`src/include/mcuic_pkg.sv`:
```
// package: register map, field positions, vectors and priority for the interrupt controller
`default_nettype none
package mcuic_pkg;
  // register byte addresses on the bus
  localparam logic [11:0] ADDR_EDGE_SEL = 12'h000;
  localparam logic [11:0] ADDR_CTRL0    = 12'h004;
  localparam logic [11:0] ADDR_CTRL1    = 12'h008;
  localparam logic [11:0] ADDR_CTRL2    = 12'h00c;
  localparam logic [11:0] ADDR_MFI      = 12'h010;
  localparam logic [11:0] ADDR_STATUS   = 12'h014;
  // reset values
  localparam logic [7:0] RST_REG = 8'h00;
  // edge select codes
  localparam logic [1:0] EDGE_NONE = 2'h0;
  localparam logic [1:0] EDGE_RISE = 2'h1;
  localparam logic [1:0] EDGE_FALL = 2'h2;
  localparam logic [1:0] EDGE_BOTH = 2'h3;
  // edge select field positions
  localparam int EDGE_PIN0_LSB = 0;
  localparam int EDGE_PIN1_LSB = 2;
  // control 0 fields
  localparam int C0_CONV_F = 6;
  localparam int C0_PIN1_F = 5;
  localparam int C0_PIN0_F = 4;
  localparam int C0_CONV_E = 3;
  localparam int C0_PIN1_E = 2;
  localparam int C0_PIN0_E = 1;
  localparam int C0_GIE    = 0;
  // control 1 fields
  localparam int C1_TBA_F = 7;
  localparam int C1_SER_F = 6;
  localparam int C1_EEP_F = 5;
  localparam int C1_MF_F  = 4;
  localparam int C1_TBA_E = 3;
  localparam int C1_SER_E = 2;
  localparam int C1_EEP_E = 1;
  localparam int C1_MF_E  = 0;
  // control 2 fields
  localparam int C2_TBB_F = 4;
  localparam int C2_TBB_E = 0;
  // multi-function register: flags at 7..4, enables at 3..0
  localparam int MF_FLAG_LSB = 4;
  localparam int MF_EN_LSB   = 0;
  localparam int NUM_MF      = 4;
  // source indices, highest priority first
  localparam int SRC_PIN0 = 0;
  localparam int SRC_PIN1 = 1;
  localparam int SRC_SER  = 2;
  localparam int SRC_EEP  = 3;
  localparam int SRC_MF   = 4;
  localparam int SRC_TBA  = 5;
  localparam int SRC_TBB  = 6;
  localparam int SRC_CONV = 7;
  localparam int NUM_SRC  = 8;
  // vector addresses (implementation choice)
  localparam logic [11:0] VEC_PIN0 = 12'h004;
  localparam logic [11:0] VEC_PIN1 = 12'h008;
  localparam logic [11:0] VEC_SER  = 12'h00c;
  localparam logic [11:0] VEC_EEP  = 12'h010;
  localparam logic [11:0] VEC_MF   = 12'h014;
  localparam logic [11:0] VEC_TBA  = 12'h018;
  localparam logic [11:0] VEC_TBB  = 12'h01c;
  localparam logic [11:0] VEC_CONV = 12'h020;
endpackage : mcuic_pkg
`default_nettype wire

```
`src/verilog/mcuic_top.sv`:
```
// interrupt controller: flags, enables, priority vectoring, wake-up, ahb-lite registers
// How it works
// - pin 1 edge field: 00 off, 01 rising, 10 falling, 11 both sets its flag
// - pin 0 edge field uses the same encoding to set the pin 0 flag
// - source events set their flag regardless of the enable bit
// - vector only when the source enable is one; flag stays otherwise
// - global enable at zero suppresses every vector
// - on accept push next pc and load the source vector
// - handler ends with return; controller pops saved pc back
// - servicing clears the global enable automatically
// - requests while blocked still set and hold their flags
// - no acknowledge while the stack is full
// - simultaneous requests resolved by fixed priority
// - a flag rising while sleep_in is high wakes the device; a flag already set does not
// - some sources own vectors, timer matches share multi-function vector
// - control 0 layout: conv flag 6, pin flags 5/4, enables 3..1, global 0
// - control 1 layout: tba, serial, eeprom, mf flags then enables
// - control 2: time base b flag bit 4, enable bit 0, rest zero
// - multi-function register: four match flags 7..4, enables 3..0
// - register bits read/write except the read-only status register, reset zero, unimplemented bits read zero
// - servicing a pin interrupt clears that pin flag
// - servicing the serial interrupt clears the serial flag
// - multi-function flag derives from the four timer match sources
//
// The implementer's own choices: register access over AHB-Lite and the placing of the registers.
`default_nettype none
module mcuic_top #(
  parameter int PC_W = 12
) (
  input  wire logic            ref_clk_in,
  input  wire logic            rstn_in,
  // ahb-lite slave
  input  wire logic            hsel,
  input  wire logic [11:0]     haddr,
  input  wire logic [1:0]      htrans,
  input  wire logic            hwrite,
  input  wire logic [2:0]      hsize,
  input  wire logic [31:0]     hwdata,
  input  wire logic            hready,
  output logic [31:0]          hrdata,
  output logic                 hreadyout,
  output logic                 hresp,
  // external pins
  input  wire logic            ext_irq_pin0_in,
  input  wire logic            ext_irq_pin1_in,
  // internal source events, one-cycle pulses
  input  wire logic            converter_done_in,
  input  wire logic            serial_module_evt_in,
  input  wire logic            eeprom_evt_in,
  input  wire logic            timebase_a_evt_in,
  input  wire logic            timebase_b_evt_in,
  input  wire logic [3:0]      timer_match_in,   // ptm a, ptm p, ctm a, ctm p (3..0)
  // cpu core side
  input  wire logic            irq_slot_in,      // core may take an interrupt this cycle
  input  wire logic [PC_W-1:0] next_pc_in,
  input  wire logic            stack_full_in,
  input  wire logic            return_from_isr_in,
  input  wire logic [PC_W-1:0] popped_pc_in,
  input  wire logic            sleep_in,
  output logic                 irq_take_out,     // accept pulse
  output logic                 stack_push_out,
  output logic [PC_W-1:0]      push_pc_out,
  output logic                 pc_load_out,
  output logic [PC_W-1:0]      pc_load_val_out,
  output logic                 wake_out
);
  localparam int NUM_SRC_W = mcuic_pkg::NUM_SRC;
  logic [7:0] edge_sel_r;
  logic [7:0] ctrl0_r;
  logic [7:0] ctrl1_r;
  logic [7:0] ctrl2_r;
  logic [7:0] mfi_r;
  logic       ph_write_r;
  logic [11:0] ph_addr_r;
  logic       pin0_edge;
  logic       pin1_edge;
  logic [NUM_SRC_W-1:0] req;
  logic [7:0] grant;
  logic       accept;
  logic [11:0] vec;
  logic       mf_evt;
  logic [7:0] flags_now;
  logic [7:0] flags_prev_r;
  logic [7:0] wdat;
  logic       wr_en;
  logic [7:0] rd_mux;

  // edge detectors for both pins
  mcuic_edge_det u_pin0 (
    .ref_clk_in (ref_clk_in),
    .rstn_in    (rstn_in),
    .pin_in     (ext_irq_pin0_in),
    .sel_in     (edge_sel_r[mcuic_pkg::EDGE_PIN0_LSB +: 2]),
    .edge_out   (pin0_edge)
  );
  mcuic_edge_det u_pin1 (
    .ref_clk_in (ref_clk_in),
    .rstn_in    (rstn_in),
    .pin_in     (ext_irq_pin1_in),
    .sel_in     (edge_sel_r[mcuic_pkg::EDGE_PIN1_LSB +: 2]),
    .edge_out   (pin1_edge)
  );

  // ahb address phase capture
  always_ff @(posedge ref_clk_in or negedge rstn_in) begin
    if (!rstn_in) begin
      ph_write_r <= 1'b0;
      ph_addr_r  <= 12'h000;
    end else if (hready) begin
      ph_write_r <= hsel & htrans[1] & hwrite;
      ph_addr_r  <= haddr;
    end
  end

  assign hreadyout = 1'b1;
  assign hresp     = 1'b0;
  assign wr_en     = ph_write_r;
  assign wdat      = hwdata[7:0];

  // multi-function match event: any enabled match sub-flag set
  assign mf_evt = |(mfi_r[mcuic_pkg::MF_FLAG_LSB +: 4] & mfi_r[mcuic_pkg::MF_EN_LSB +: 4]);

  // pending and enabled requests in priority order
  always_comb begin
    req = '0;
    req[mcuic_pkg::SRC_PIN0] = ctrl0_r[mcuic_pkg::C0_PIN0_F] & ctrl0_r[mcuic_pkg::C0_PIN0_E];
    req[mcuic_pkg::SRC_PIN1] = ctrl0_r[mcuic_pkg::C0_PIN1_F] & ctrl0_r[mcuic_pkg::C0_PIN1_E];
    req[mcuic_pkg::SRC_SER]  = ctrl1_r[mcuic_pkg::C1_SER_F] & ctrl1_r[mcuic_pkg::C1_SER_E];
    req[mcuic_pkg::SRC_EEP]  = ctrl1_r[mcuic_pkg::C1_EEP_F] & ctrl1_r[mcuic_pkg::C1_EEP_E];
    req[mcuic_pkg::SRC_MF]   = ctrl1_r[mcuic_pkg::C1_MF_F] & ctrl1_r[mcuic_pkg::C1_MF_E];
    req[mcuic_pkg::SRC_TBA]  = ctrl1_r[mcuic_pkg::C1_TBA_F] & ctrl1_r[mcuic_pkg::C1_TBA_E];
    req[mcuic_pkg::SRC_TBB]  = ctrl2_r[mcuic_pkg::C2_TBB_F] & ctrl2_r[mcuic_pkg::C2_TBB_E];
    req[mcuic_pkg::SRC_CONV] = ctrl0_r[mcuic_pkg::C0_CONV_F] & ctrl0_r[mcuic_pkg::C0_CONV_E];
  end

  // fixed priority, lowest index wins
  always_comb begin
    grant = 8'h00;
    for (int i = NUM_SRC_W - 1; i >= 0; i--) begin
      if (req[i]) begin
        grant = 8'h00;
        grant[i] = 1'b1;
      end
    end
  end

  // accept when globally enabled, stack not full, core slot open
  assign accept = ctrl0_r[mcuic_pkg::C0_GIE] & (|req) & ~stack_full_in & irq_slot_in;

  // vector lookup, timer matches share the mf vector
  always_comb begin
    vec = mcuic_pkg::VEC_CONV;
    if (grant[mcuic_pkg::SRC_PIN0]) vec = mcuic_pkg::VEC_PIN0;
    else if (grant[mcuic_pkg::SRC_PIN1]) vec = mcuic_pkg::VEC_PIN1;
    else if (grant[mcuic_pkg::SRC_SER]) vec = mcuic_pkg::VEC_SER;
    else if (grant[mcuic_pkg::SRC_EEP]) vec = mcuic_pkg::VEC_EEP;
    else if (grant[mcuic_pkg::SRC_MF]) vec = mcuic_pkg::VEC_MF;
    else if (grant[mcuic_pkg::SRC_TBA]) vec = mcuic_pkg::VEC_TBA;
    else if (grant[mcuic_pkg::SRC_TBB]) vec = mcuic_pkg::VEC_TBB;
  end

  assign irq_take_out = accept;

  // core-side outputs: push and jump on accept, restore on return
  always_ff @(posedge ref_clk_in or negedge rstn_in) begin
    if (!rstn_in) begin
      stack_push_out  <= 1'b0;
      push_pc_out     <= '0;
      pc_load_out     <= 1'b0;
      pc_load_val_out <= '0;
    end else begin
      stack_push_out <= accept;
      pc_load_out    <= accept | return_from_isr_in;
      if (accept) begin
        push_pc_out     <= next_pc_in;
        pc_load_val_out <= vec[PC_W-1:0];
      end else if (return_from_isr_in) begin
        pc_load_val_out <= popped_pc_in;
      end
    end
  end

  // edge select register
  always_ff @(posedge ref_clk_in or negedge rstn_in) begin
    if (!rstn_in) begin
      edge_sel_r <= mcuic_pkg::RST_REG;
    end else if (wr_en && ph_addr_r == mcuic_pkg::ADDR_EDGE_SEL) begin
      edge_sel_r <= {4'h0, wdat[3:0]};
    end
  end

  // control 0: write, then auto-clear on service, then events set (set wins)
  always_ff @(posedge ref_clk_in or negedge rstn_in) begin
    if (!rstn_in) begin
      ctrl0_r <= mcuic_pkg::RST_REG;
    end else begin
      logic [7:0] v;
      v = ctrl0_r;
      if (wr_en && ph_addr_r == mcuic_pkg::ADDR_CTRL0) v = {1'b0, wdat[6:0]};
      if (accept) begin
        v[mcuic_pkg::C0_GIE] = 1'b0;
        if (grant[mcuic_pkg::SRC_PIN0]) v[mcuic_pkg::C0_PIN0_F] = 1'b0;
        if (grant[mcuic_pkg::SRC_PIN1]) v[mcuic_pkg::C0_PIN1_F] = 1'b0;
        if (grant[mcuic_pkg::SRC_CONV]) v[mcuic_pkg::C0_CONV_F] = 1'b0;
      end
      if (pin0_edge) v[mcuic_pkg::C0_PIN0_F] = 1'b1;
      if (pin1_edge) v[mcuic_pkg::C0_PIN1_F] = 1'b1;
      if (converter_done_in) v[mcuic_pkg::C0_CONV_F] = 1'b1;
      ctrl0_r <= v;
    end
  end

  // control 1
  always_ff @(posedge ref_clk_in or negedge rstn_in) begin
    if (!rstn_in) begin
      ctrl1_r <= mcuic_pkg::RST_REG;
    end else begin
      logic [7:0] v;
      v = ctrl1_r;
      if (wr_en && ph_addr_r == mcuic_pkg::ADDR_CTRL1) v = wdat;
      if (accept) begin
        if (grant[mcuic_pkg::SRC_SER]) v[mcuic_pkg::C1_SER_F] = 1'b0;
        if (grant[mcuic_pkg::SRC_EEP]) v[mcuic_pkg::C1_EEP_F] = 1'b0;
        if (grant[mcuic_pkg::SRC_TBA]) v[mcuic_pkg::C1_TBA_F] = 1'b0;
        if (grant[mcuic_pkg::SRC_MF])  v[mcuic_pkg::C1_MF_F]  = 1'b0;
      end
      if (serial_module_evt_in) v[mcuic_pkg::C1_SER_F] = 1'b1;
      if (eeprom_evt_in)        v[mcuic_pkg::C1_EEP_F] = 1'b1;
      if (timebase_a_evt_in)    v[mcuic_pkg::C1_TBA_F] = 1'b1;
      if (mf_evt)               v[mcuic_pkg::C1_MF_F]  = 1'b1;
      ctrl1_r <= v;
    end
  end

  // control 2
  always_ff @(posedge ref_clk_in or negedge rstn_in) begin
    if (!rstn_in) begin
      ctrl2_r <= mcuic_pkg::RST_REG;
    end else begin
      logic [7:0] v;
      v = ctrl2_r;
      if (wr_en && ph_addr_r == mcuic_pkg::ADDR_CTRL2) begin
        v = 8'h00;
        v[mcuic_pkg::C2_TBB_F] = wdat[mcuic_pkg::C2_TBB_F];
        v[mcuic_pkg::C2_TBB_E] = wdat[mcuic_pkg::C2_TBB_E];
      end
      if (accept && grant[mcuic_pkg::SRC_TBB]) v[mcuic_pkg::C2_TBB_F] = 1'b0;
      if (timebase_b_evt_in) v[mcuic_pkg::C2_TBB_F] = 1'b1;
      ctrl2_r <= v;
    end
  end

  // multi-function register; sub-flags left for software to clear
  always_ff @(posedge ref_clk_in or negedge rstn_in) begin
    if (!rstn_in) begin
      mfi_r <= mcuic_pkg::RST_REG;
    end else begin
      logic [7:0] v;
      v = mfi_r;
      if (wr_en && ph_addr_r == mcuic_pkg::ADDR_MFI) v = wdat;
      v[mcuic_pkg::MF_FLAG_LSB +: 4] = v[mcuic_pkg::MF_FLAG_LSB +: 4] | timer_match_in;
      mfi_r <= v;
    end
  end

  // the eight control-register flag bits gathered for wake detection
  assign flags_now = {ctrl0_r[mcuic_pkg::C0_CONV_F], ctrl0_r[mcuic_pkg::C0_PIN1_F],
                      ctrl0_r[mcuic_pkg::C0_PIN0_F], ctrl1_r[mcuic_pkg::C1_TBA_F],
                      ctrl1_r[mcuic_pkg::C1_SER_F], ctrl1_r[mcuic_pkg::C1_EEP_F],
                      ctrl1_r[mcuic_pkg::C1_MF_F], ctrl2_r[mcuic_pkg::C2_TBB_F]};

  // wake on any flag rising while asleep; a pre-set flag cannot rise
  always_ff @(posedge ref_clk_in or negedge rstn_in) begin
    if (!rstn_in) begin
      flags_prev_r <= 8'h00;
      wake_out     <= 1'b0;
    end else begin
      flags_prev_r <= flags_now;
      wake_out     <= sleep_in & |(flags_now & ~flags_prev_r);
    end
  end

  // read mux; unmapped addresses read zero
  always_comb begin
    case (ph_addr_r)
      mcuic_pkg::ADDR_EDGE_SEL: rd_mux = edge_sel_r;
      mcuic_pkg::ADDR_CTRL0:    rd_mux = ctrl0_r;
      mcuic_pkg::ADDR_CTRL1:    rd_mux = ctrl1_r;
      mcuic_pkg::ADDR_CTRL2:    rd_mux = ctrl2_r;
      mcuic_pkg::ADDR_MFI:      rd_mux = mfi_r;
      mcuic_pkg::ADDR_STATUS:   rd_mux = req;
      default:                  rd_mux = 8'h00;
    endcase
  end
  assign hrdata = {24'h000000, rd_mux};
endmodule // mcuic_top
`default_nettype wire

```
`src/verilog/mcuic_edge_det.sv`:
```
// pin synchroniser and selectable edge detector for one external request pin
`default_nettype none
module mcuic_edge_det (
  input  wire logic       ref_clk_in,
  input  wire logic       rstn_in,
  input  wire logic       pin_in,
  input  wire logic [1:0] sel_in,
  output logic            edge_out
);
  logic s1_r;
  logic s2_r;
  logic s3_r;
  logic level_r;

  // three-stage synchroniser; a change counts once stages two and three agree
  always_ff @(posedge ref_clk_in or negedge rstn_in) begin
    if (!rstn_in) begin
      s1_r    <= 1'b0;
      s2_r    <= 1'b0;
      s3_r    <= 1'b0;
      level_r <= 1'b0;
    end else begin
      s1_r <= pin_in;
      s2_r <= s1_r;
      s3_r <= s2_r;
      if (s2_r == s3_r) begin
        level_r <= s3_r;
      end
    end
  end

  // edge decode per select code
  always_comb begin
    edge_out = 1'b0;
    if (s2_r == s3_r && s3_r != level_r) begin
      case (sel_in)
        mcuic_pkg::EDGE_NONE: edge_out = 1'b0;
        mcuic_pkg::EDGE_RISE: edge_out = s3_r;
        mcuic_pkg::EDGE_FALL: edge_out = ~s3_r;
        mcuic_pkg::EDGE_BOTH: edge_out = 1'b1;
        default:              edge_out = 1'b0;
      endcase
    end
  end
endmodule // mcuic_edge_det
`default_nettype wire

```
`config.mk`:
```
export PLATFORM = sky130hd
export DESIGN_NAME = mcuic_top
export DESIGN_NICKNAME = d
export VERILOG_FILES = /design/src/include/mcuic_pkg.sv /design/src/verilog/mcuic_top.sv /design/src/verilog/mcuic_edge_det.sv
export SDC_FILE = /design/constraint.sdc
export NUM_CORES = 1
export LEC_CHECK = 0
export BUFFER_PORTS_ARGS = -buffer_cell sky130_fd_sc_hd__buf_2
export CAP_MARGIN = 5
export CORE_UTILIZATION = 44
export DETAILED_ROUTE_END_ITERATION = 10
export PLACE_DENSITY = 0.74
export SLEW_MARGIN = 20
export SYNTH_ARGS = -nofsm -noshare
export SYNTH_HDL_FRONTEND = slang
export SYNTH_HIERARCHICAL = 1
export SYNTH_SLANG_ARGS = --single-unit
```
`constraint.sdc`:
```
create_clock -name ref_clk_in -period 1.8 [get_ports ref_clk_in]
set_clock_uncertainty 0.05 [all_clocks]
set_input_delay 0.09 -clock ref_clk_in [delete_from_list [all_inputs] [get_ports ref_clk_in]]
set_output_delay 0.09 -clock ref_clk_in [all_outputs]
set_load 0.01 [all_outputs]
```
# --- After elaboration in Yosys (flattened, before gate mapping) ---
# Index checks and enable logic that the tools add are counted.
word_totals:
  out_inout_bits: 62
  register_bits: 85
  word_cells: 125
classes:
  eq_ne: 15
  muxes: 45
  n_bitwise: 22
  reduce_logical: 17
ops:
  columns: ["operator", "n"]
  rows:
  - ["8-bit two-way mux", 10]
  - ["8-bit one-hot mux with 6 select lines", 1]
  - ["6-bit two-way mux", 7]
  - ["12-bit by 4-bit == test with 1-bit output, second input constant", 2]
  - ["12-bit by 5-bit == test with 1-bit output, second input constant", 2]
  - ["12-bit two-way mux", 2]
  - ["1-bit two-way mux", 19]
  - ["8-bit OR reduction", 2]
  - ["1-bit AND", 14]
  - ["12-bit by 3-bit == test with 1-bit output, second input constant", 1]
  - ["12-bit logical NOT", 1]
  - ["8-bit AND", 1]
  - ["2-bit == test, second input constant", 4]
  - ["1-bit logical AND", 8]
  - ["8-bit inverter", 1]
  - ["1-bit one-hot mux with 4 select lines", 2]
  - ["7-bit two-way mux", 1]
  - ["5-bit two-way mux", 1]
  - ["4-bit AND", 1]
  - ["2-bit by 1-bit == test with 1-bit output, second input constant", 2]
  - ["2-bit logical NOT", 2]
  - ["4-bit two-way mux", 1]
  - ["4-bit bitwise OR", 1]
  - ["2-bit nonzero test", 2]
  - ["7 further kinds", 11]

# --- Depth between registers and ports, before layout ---
depth:
  word_depth: 17
  depth_mapped: 6

# --- Hierarchy ---
# The synthesis kept the hierarchy.
modules_own_cells:
  columns: ["module", "seq_area_each_um2", "cells_per_inst", "n_inst", "area_each_um2"]
  rows:
  - ["mcuic_top", 1926.8, 335, 1, 3786.1]
  - ["mcuic_edge_det", 100.1, 8, 2, 136.4]

# --- Least setup slack after synthesis ---
# No wires, ideal clock.
synth_timing:
  kind: "register to register"
  start: "reg ph_addr_r[9]"
  end: "reg edge_sel_r[0]"
  t_arrival_ns: 1.866
  setup_slack_ns: -0.241
  setup_time_ns: 0.125
  path_stages_with_launch: 6
  required_ns: 1.625
  n_path_buf: 1
  path_cell_list: "dfrtp_1 > nor4_4 > nand4b_4 > or4_1 > buf_2 > mux2_4"
synth_between:
  elab_chain_len: 2
synth_rtl:
  columns: ["item", "line_no", "source"]
  rows:
  - ["from (decl)", "mcuic_top.sv:74", "logic [11:0] ph_addr_r;"]
  - ["from (signal assigned)", "mcuic_top.sv:111", "ph_addr_r <= haddr;"]
  - ["12-bit logical NOT", "mcuic_top.sv:187", "end else if (wr_en && ph_addr_r == mcuic_pkg::ADDR_EDGE_SEL) begin"]
  - ["1-bit logical AND", "mcuic_top.sv:187", null]
  - ["to (signal assigned)", "mcuic_top.sv:186", "edge_sel_r <= mcuic_pkg::RST_REG;"]
  - ["to (signal assigned)", "mcuic_top.sv:188", "edge_sel_r <= {4'h0, wdat[3:0]};"]
  - ["to (decl)", "mcuic_top.sv:68", "logic [7:0] edge_sel_r;"]
# Every way passes these cells.
# A chain may end at the register's enable or synchronous reset.

# --- Worst setup path after layout ---
layout_timing:
  start: "reg ph_addr_r[9]"
  end: "out hrdata[3]"
layout_between:
  elab_chain_len: 2
  word_cells_on_any_way: 7
  classes_between: "5 x eq/ne; 1 x mux; 1 x reduce/logical"
layout_rtl:
  columns: ["item", "line_no", "source"]
  rows:
  - ["12-bit by 5-bit == test with 1-bit output, or another cell as far along", "mcuic_top.sv:285", "case (ph_addr_r)"]
  - ["8-bit one-hot mux with 6 select lines *", "mcuic_top.sv:285", null]
  - ["to (decl)", "mcuic_top.sv:40", "output logic [31:0] hrdata,"]
# Mark *: on every way between the ends. The rest lies on a longest branch, timed or not.

==> out/metrics.csv <==
stage,metric,value,unit
critical_path,Setup crit start kind,flop,
critical_path,"Buf+Inv Stages, Crit Path",3,
timing,min cycle time layout,1.97,ns
critical_path,CP startpoint,ph_addr_r[9]$_DFFE_PN0P_,
synthesis,Synth Instances,351,
run,number of max-cap violations,0,
critical_path,Slowest cell on crit path,dfrtp_1,
synthesis,Ys Warns,6,
global_route,GR Util All Layers,23.5,%
synthesis,Synth Flop Type,dfrtp_1,
critical_path,critical path's top delay family,buffers and inverters,
synthesis,"flops & latches, synth",85,
timing,period utilization,109,%
synthesis,cell taking the most area after synthesis,dfrtp_1,
critical_path,crit path DAT,1.83,ns
synthesis,Cell variety after synth,50,
route,DR iter-0 viols,208,
synthesis,"top cells by area, synth","dfrtp_1 52%, mux2_2 7.2%, buf_4 4.8%",
clock_tree,clk sinks,85,
power_and_ir_drop,Pleak,2.83,nW
clock_tree,clk_lat worst skew,0.36,ns
clock_tree,clock buffer depth,2,
timing,Rel. slew slack,61.4,%
outcome,status,"complete, but fails checks",
floorplan,Top-Level Pins,155,
route,DR vias,3495,
floorplan,Core ar.,8810,um2
final_layout,share of cells above drive strength 1,43.5,%
placement,placed cell count,577,
placement,detailed placement HPWL,7.30,mm
final_layout,"most common cell after layout, fill and taps aside",buf_2,
floorplan,starting density of the core,46.1,%
final_layout,Finished Layout Cells,660,
critical_path,worst reg2reg startpoint,ph_addr_r[9]$_DFFE_PN0P_,
synthesis,Synth Cell Area,4060,um2
timing,"Slew Viols, Final",0,
power_and_ir_drop,Cell Pwr Density,805,nW/um2
clock_tree,"CTS clk-pin slew, worst paths",0.09,ns
timing,Final TNS setup,-1.43,ns
floorplan,FP Rows,34,
timing,Final Hold Vio Count,0,
placement,gpl congestion,0.913,
global_route,pin count of the biggest net entering global routing,46,
floorplan,Die ar.,9610,um2
critical_path,CP max stage delay,0.41,ns
hold_path,worst hold start,popped_pc_in[2],
route,DR pass1 iterations,10,
synthesis,register area share after synthesis,52.4,%
hold_path,Hold Crit Class,in2reg,
route,post-route ant nets,0,
synthesis,Syn Area/Cell,11.6,um2
route,Vias/cell,5.30,
global_route,initial antenna violation count,0,
global_route,global-route wire length before repair,17.4,mm
clock_tree,root buf cell,clkbuf_8,
synthesis,fraction of registers with async set/reset,100,%
floorplan,Die Ht,98.0,um
global_route,total gr overflow,0,
critical_path,CP endpoint kind,output pin,
critical_path,"critical path fanouts, max",7,
placement,I/O Buffers,100,
critical_path,worst-path cell chain,nor4_4 > buf_4 > nand4_1 > buf_6 > o22ai_1 > buf_2,
final_layout,Antenna Cells,0,
clock_tree,H-tree levels,3,
route,Post-Route WL,10.8,mm
route,drt wl/cell,16.4,um
synthesis,share of the synthesized area in the top cell type,52.4,%
timing,Setup WS post-layout,-0.167,ns
clock_tree,CTS buffer count,9,
timing,Worst-Margin Slew,0.579,ns
critical_path,Worst Path Required,1.66,ns
timing,unrepaired setup endpoints after global routing,true,
final_layout,Syn-to-layout area delta,45.5,%
outcome,failing checks,"design-rule violations, negative setup slack",
final_layout,highest-count cells in the layout ignoring fill and taps,"97 x buf_2, 83 x dfrtp_1, 53 x dlygate4sd3_1, 37 x buf_4, 26 x conb_1",
global_route,vias in the first global route,3451,
critical_path,critical path type,reg2out,
timing,Fmax achieved,508,MHz
synthesis,Post-synth EDFFs,0,
power_and_ir_drop,Max VDD drop,0.466,mV
critical_path,r2r setup slk,-0.04,ns
floorplan,Die X,98.0,um
timing,final setup violating endpoints,21,
clock_tree,CTS tree,done,
route,DRC errors left,12,
final_layout,Final nets,640,
[kinds of logic (layout without fill, tap and decap cells)]
family          Yosys count  after routing  synth area share, %
flops                    85             85                 52.4
fa+ha+maj                 2              2                0.555
mux                      61             61                 17.0
compound gates           57             57                 9.93
other cells               2             26                0.185
buf+inv                  54            231                 7.43
simple gates             90             90                 12.5
[metal layers]
| metal | vias to the layer above | share of wire [%] | track usage (%) |
|---|---|---|---|
| met2 | 132 | 49 | 39.3 |
| met4 | 0 | 2.8 | 9.56 |
| met3 | 27 | 5.0 | 4.51 |
| met1 | 1734 | 43 | 30.1 |
| met5 | - | 0 | 0 |
| li1 | 1602 | - | - |
[worst paths after layout]
kind / to / depth (start not counted)
min: pc_load_val_out[2]$_DFFE_PN0P_ / 3
max in group asynchronous: u_pin1/level_r$_DFFE_PN0N_ / 3
min in group asynchronous: pc_load_val_out[0]$_DFFE_PN0P_ / 2
min reg2reg: u_pin0/s2_r$_DFF_PN0_ / 0
max: hrdata[3] / 6
max reg2reg: edge_sel_r[0]$_DFFE_PN0P_ / 4
[what timing repair did]
item,in CTS,in global routing
pin swaps,7,8
gates resized for setup,23,31
gates cloned,1,1
hold endpoints to repair,104,0
hold buffers,53,0
buffers inserted,8,5
endpoints found under the setup margin,13,58
[state kept, by name, indices dropped and copies added, names as in the netlist]
register / count
pc_load_val_out: 12
ph_addr_r: 12
push_pc_out: 12
ctrl1_r: 8
flags_prev_r: 8
mfi_r: 8
ctrl0_r: 7
edge_sel_r: 4
ctrl2_r: 2
pc_load_out: 1
ph_write_r: 1
stack_push_out: 1
u_pin0/level_r: 1
u_pin0/s1_r: 1
u_pin0/s2_r: 1
u_pin0/s3_r: 1
u_pin1/level_r: 1
u_pin1/s1_r: 1
u_pin1/s2_r: 1
u_pin1/s3_r: 1
wake_out: 1
[power breakdown]
group,internal [mW],switching [mW]
combinational,0.662,0.538
sequential,2.16,0.158
clock,0.539,0.695
[synthesized netlist by cell type (all sizes together), types with 3 or more instances]
| library cell | number |
|---|---|
| inv | 15 |
| nor2 | 22 |
| buf | 29 |
| o21ai | 5 |
| nand3 | 6 |
| mux2 | 42 |
| mux2i | 18 |
| o31ai | 3 |
| nand4 | 6 |
| a22oi | 5 |
| nor3 | 10 |
| nor2b | 12 |
| a21oi | 7 |
| dfrtp | 85 |
| o21bai | 3 |
| clkbuf | 10 |
| nand2 | 18 |
| a211oi | 4 |
| nor4bb | 3 |
| nand4b | 3 |
| a211o | 4 |
| o22ai | 11 |
| a31oi | 7 |
[area by class of cell]
class | count | area (um2)
fillers | 679 | 2900
flip-flops and latches | 85 | 2130
multi-input cells | 236 | 1930
repair buffers | 200 | 1480
clock buffers | 11 | 141
well taps | 108 | 135
inverters | 15 | 56.3
clock inverters | 5 | 36.3
[tightest hold or removal path, stage by stage]
cell and delay [ns]:
buf_2 0.08, mux2_2 0.13, o22a_1 0.12
[stage by stage]
stage	util (%)	hold WS [ns]	instance area, um2	power, mW	setup WS (ns)
global placement	55.4	0.0732	4870	3.35	-0.123
finish	67.1	0.0348	5910	4.75	-0.167
floorplan	-	-0.256	4210	2.96	-0.241
CTS	65.5	0.000836	5770	4.74	-0.173
detailed placement	55.4	0.0884	4870	3.38	-0.153
global route	67.1	0.0372	5910	5.00	-0.257
No activity file was read; power rests on OpenSTA's default activity.
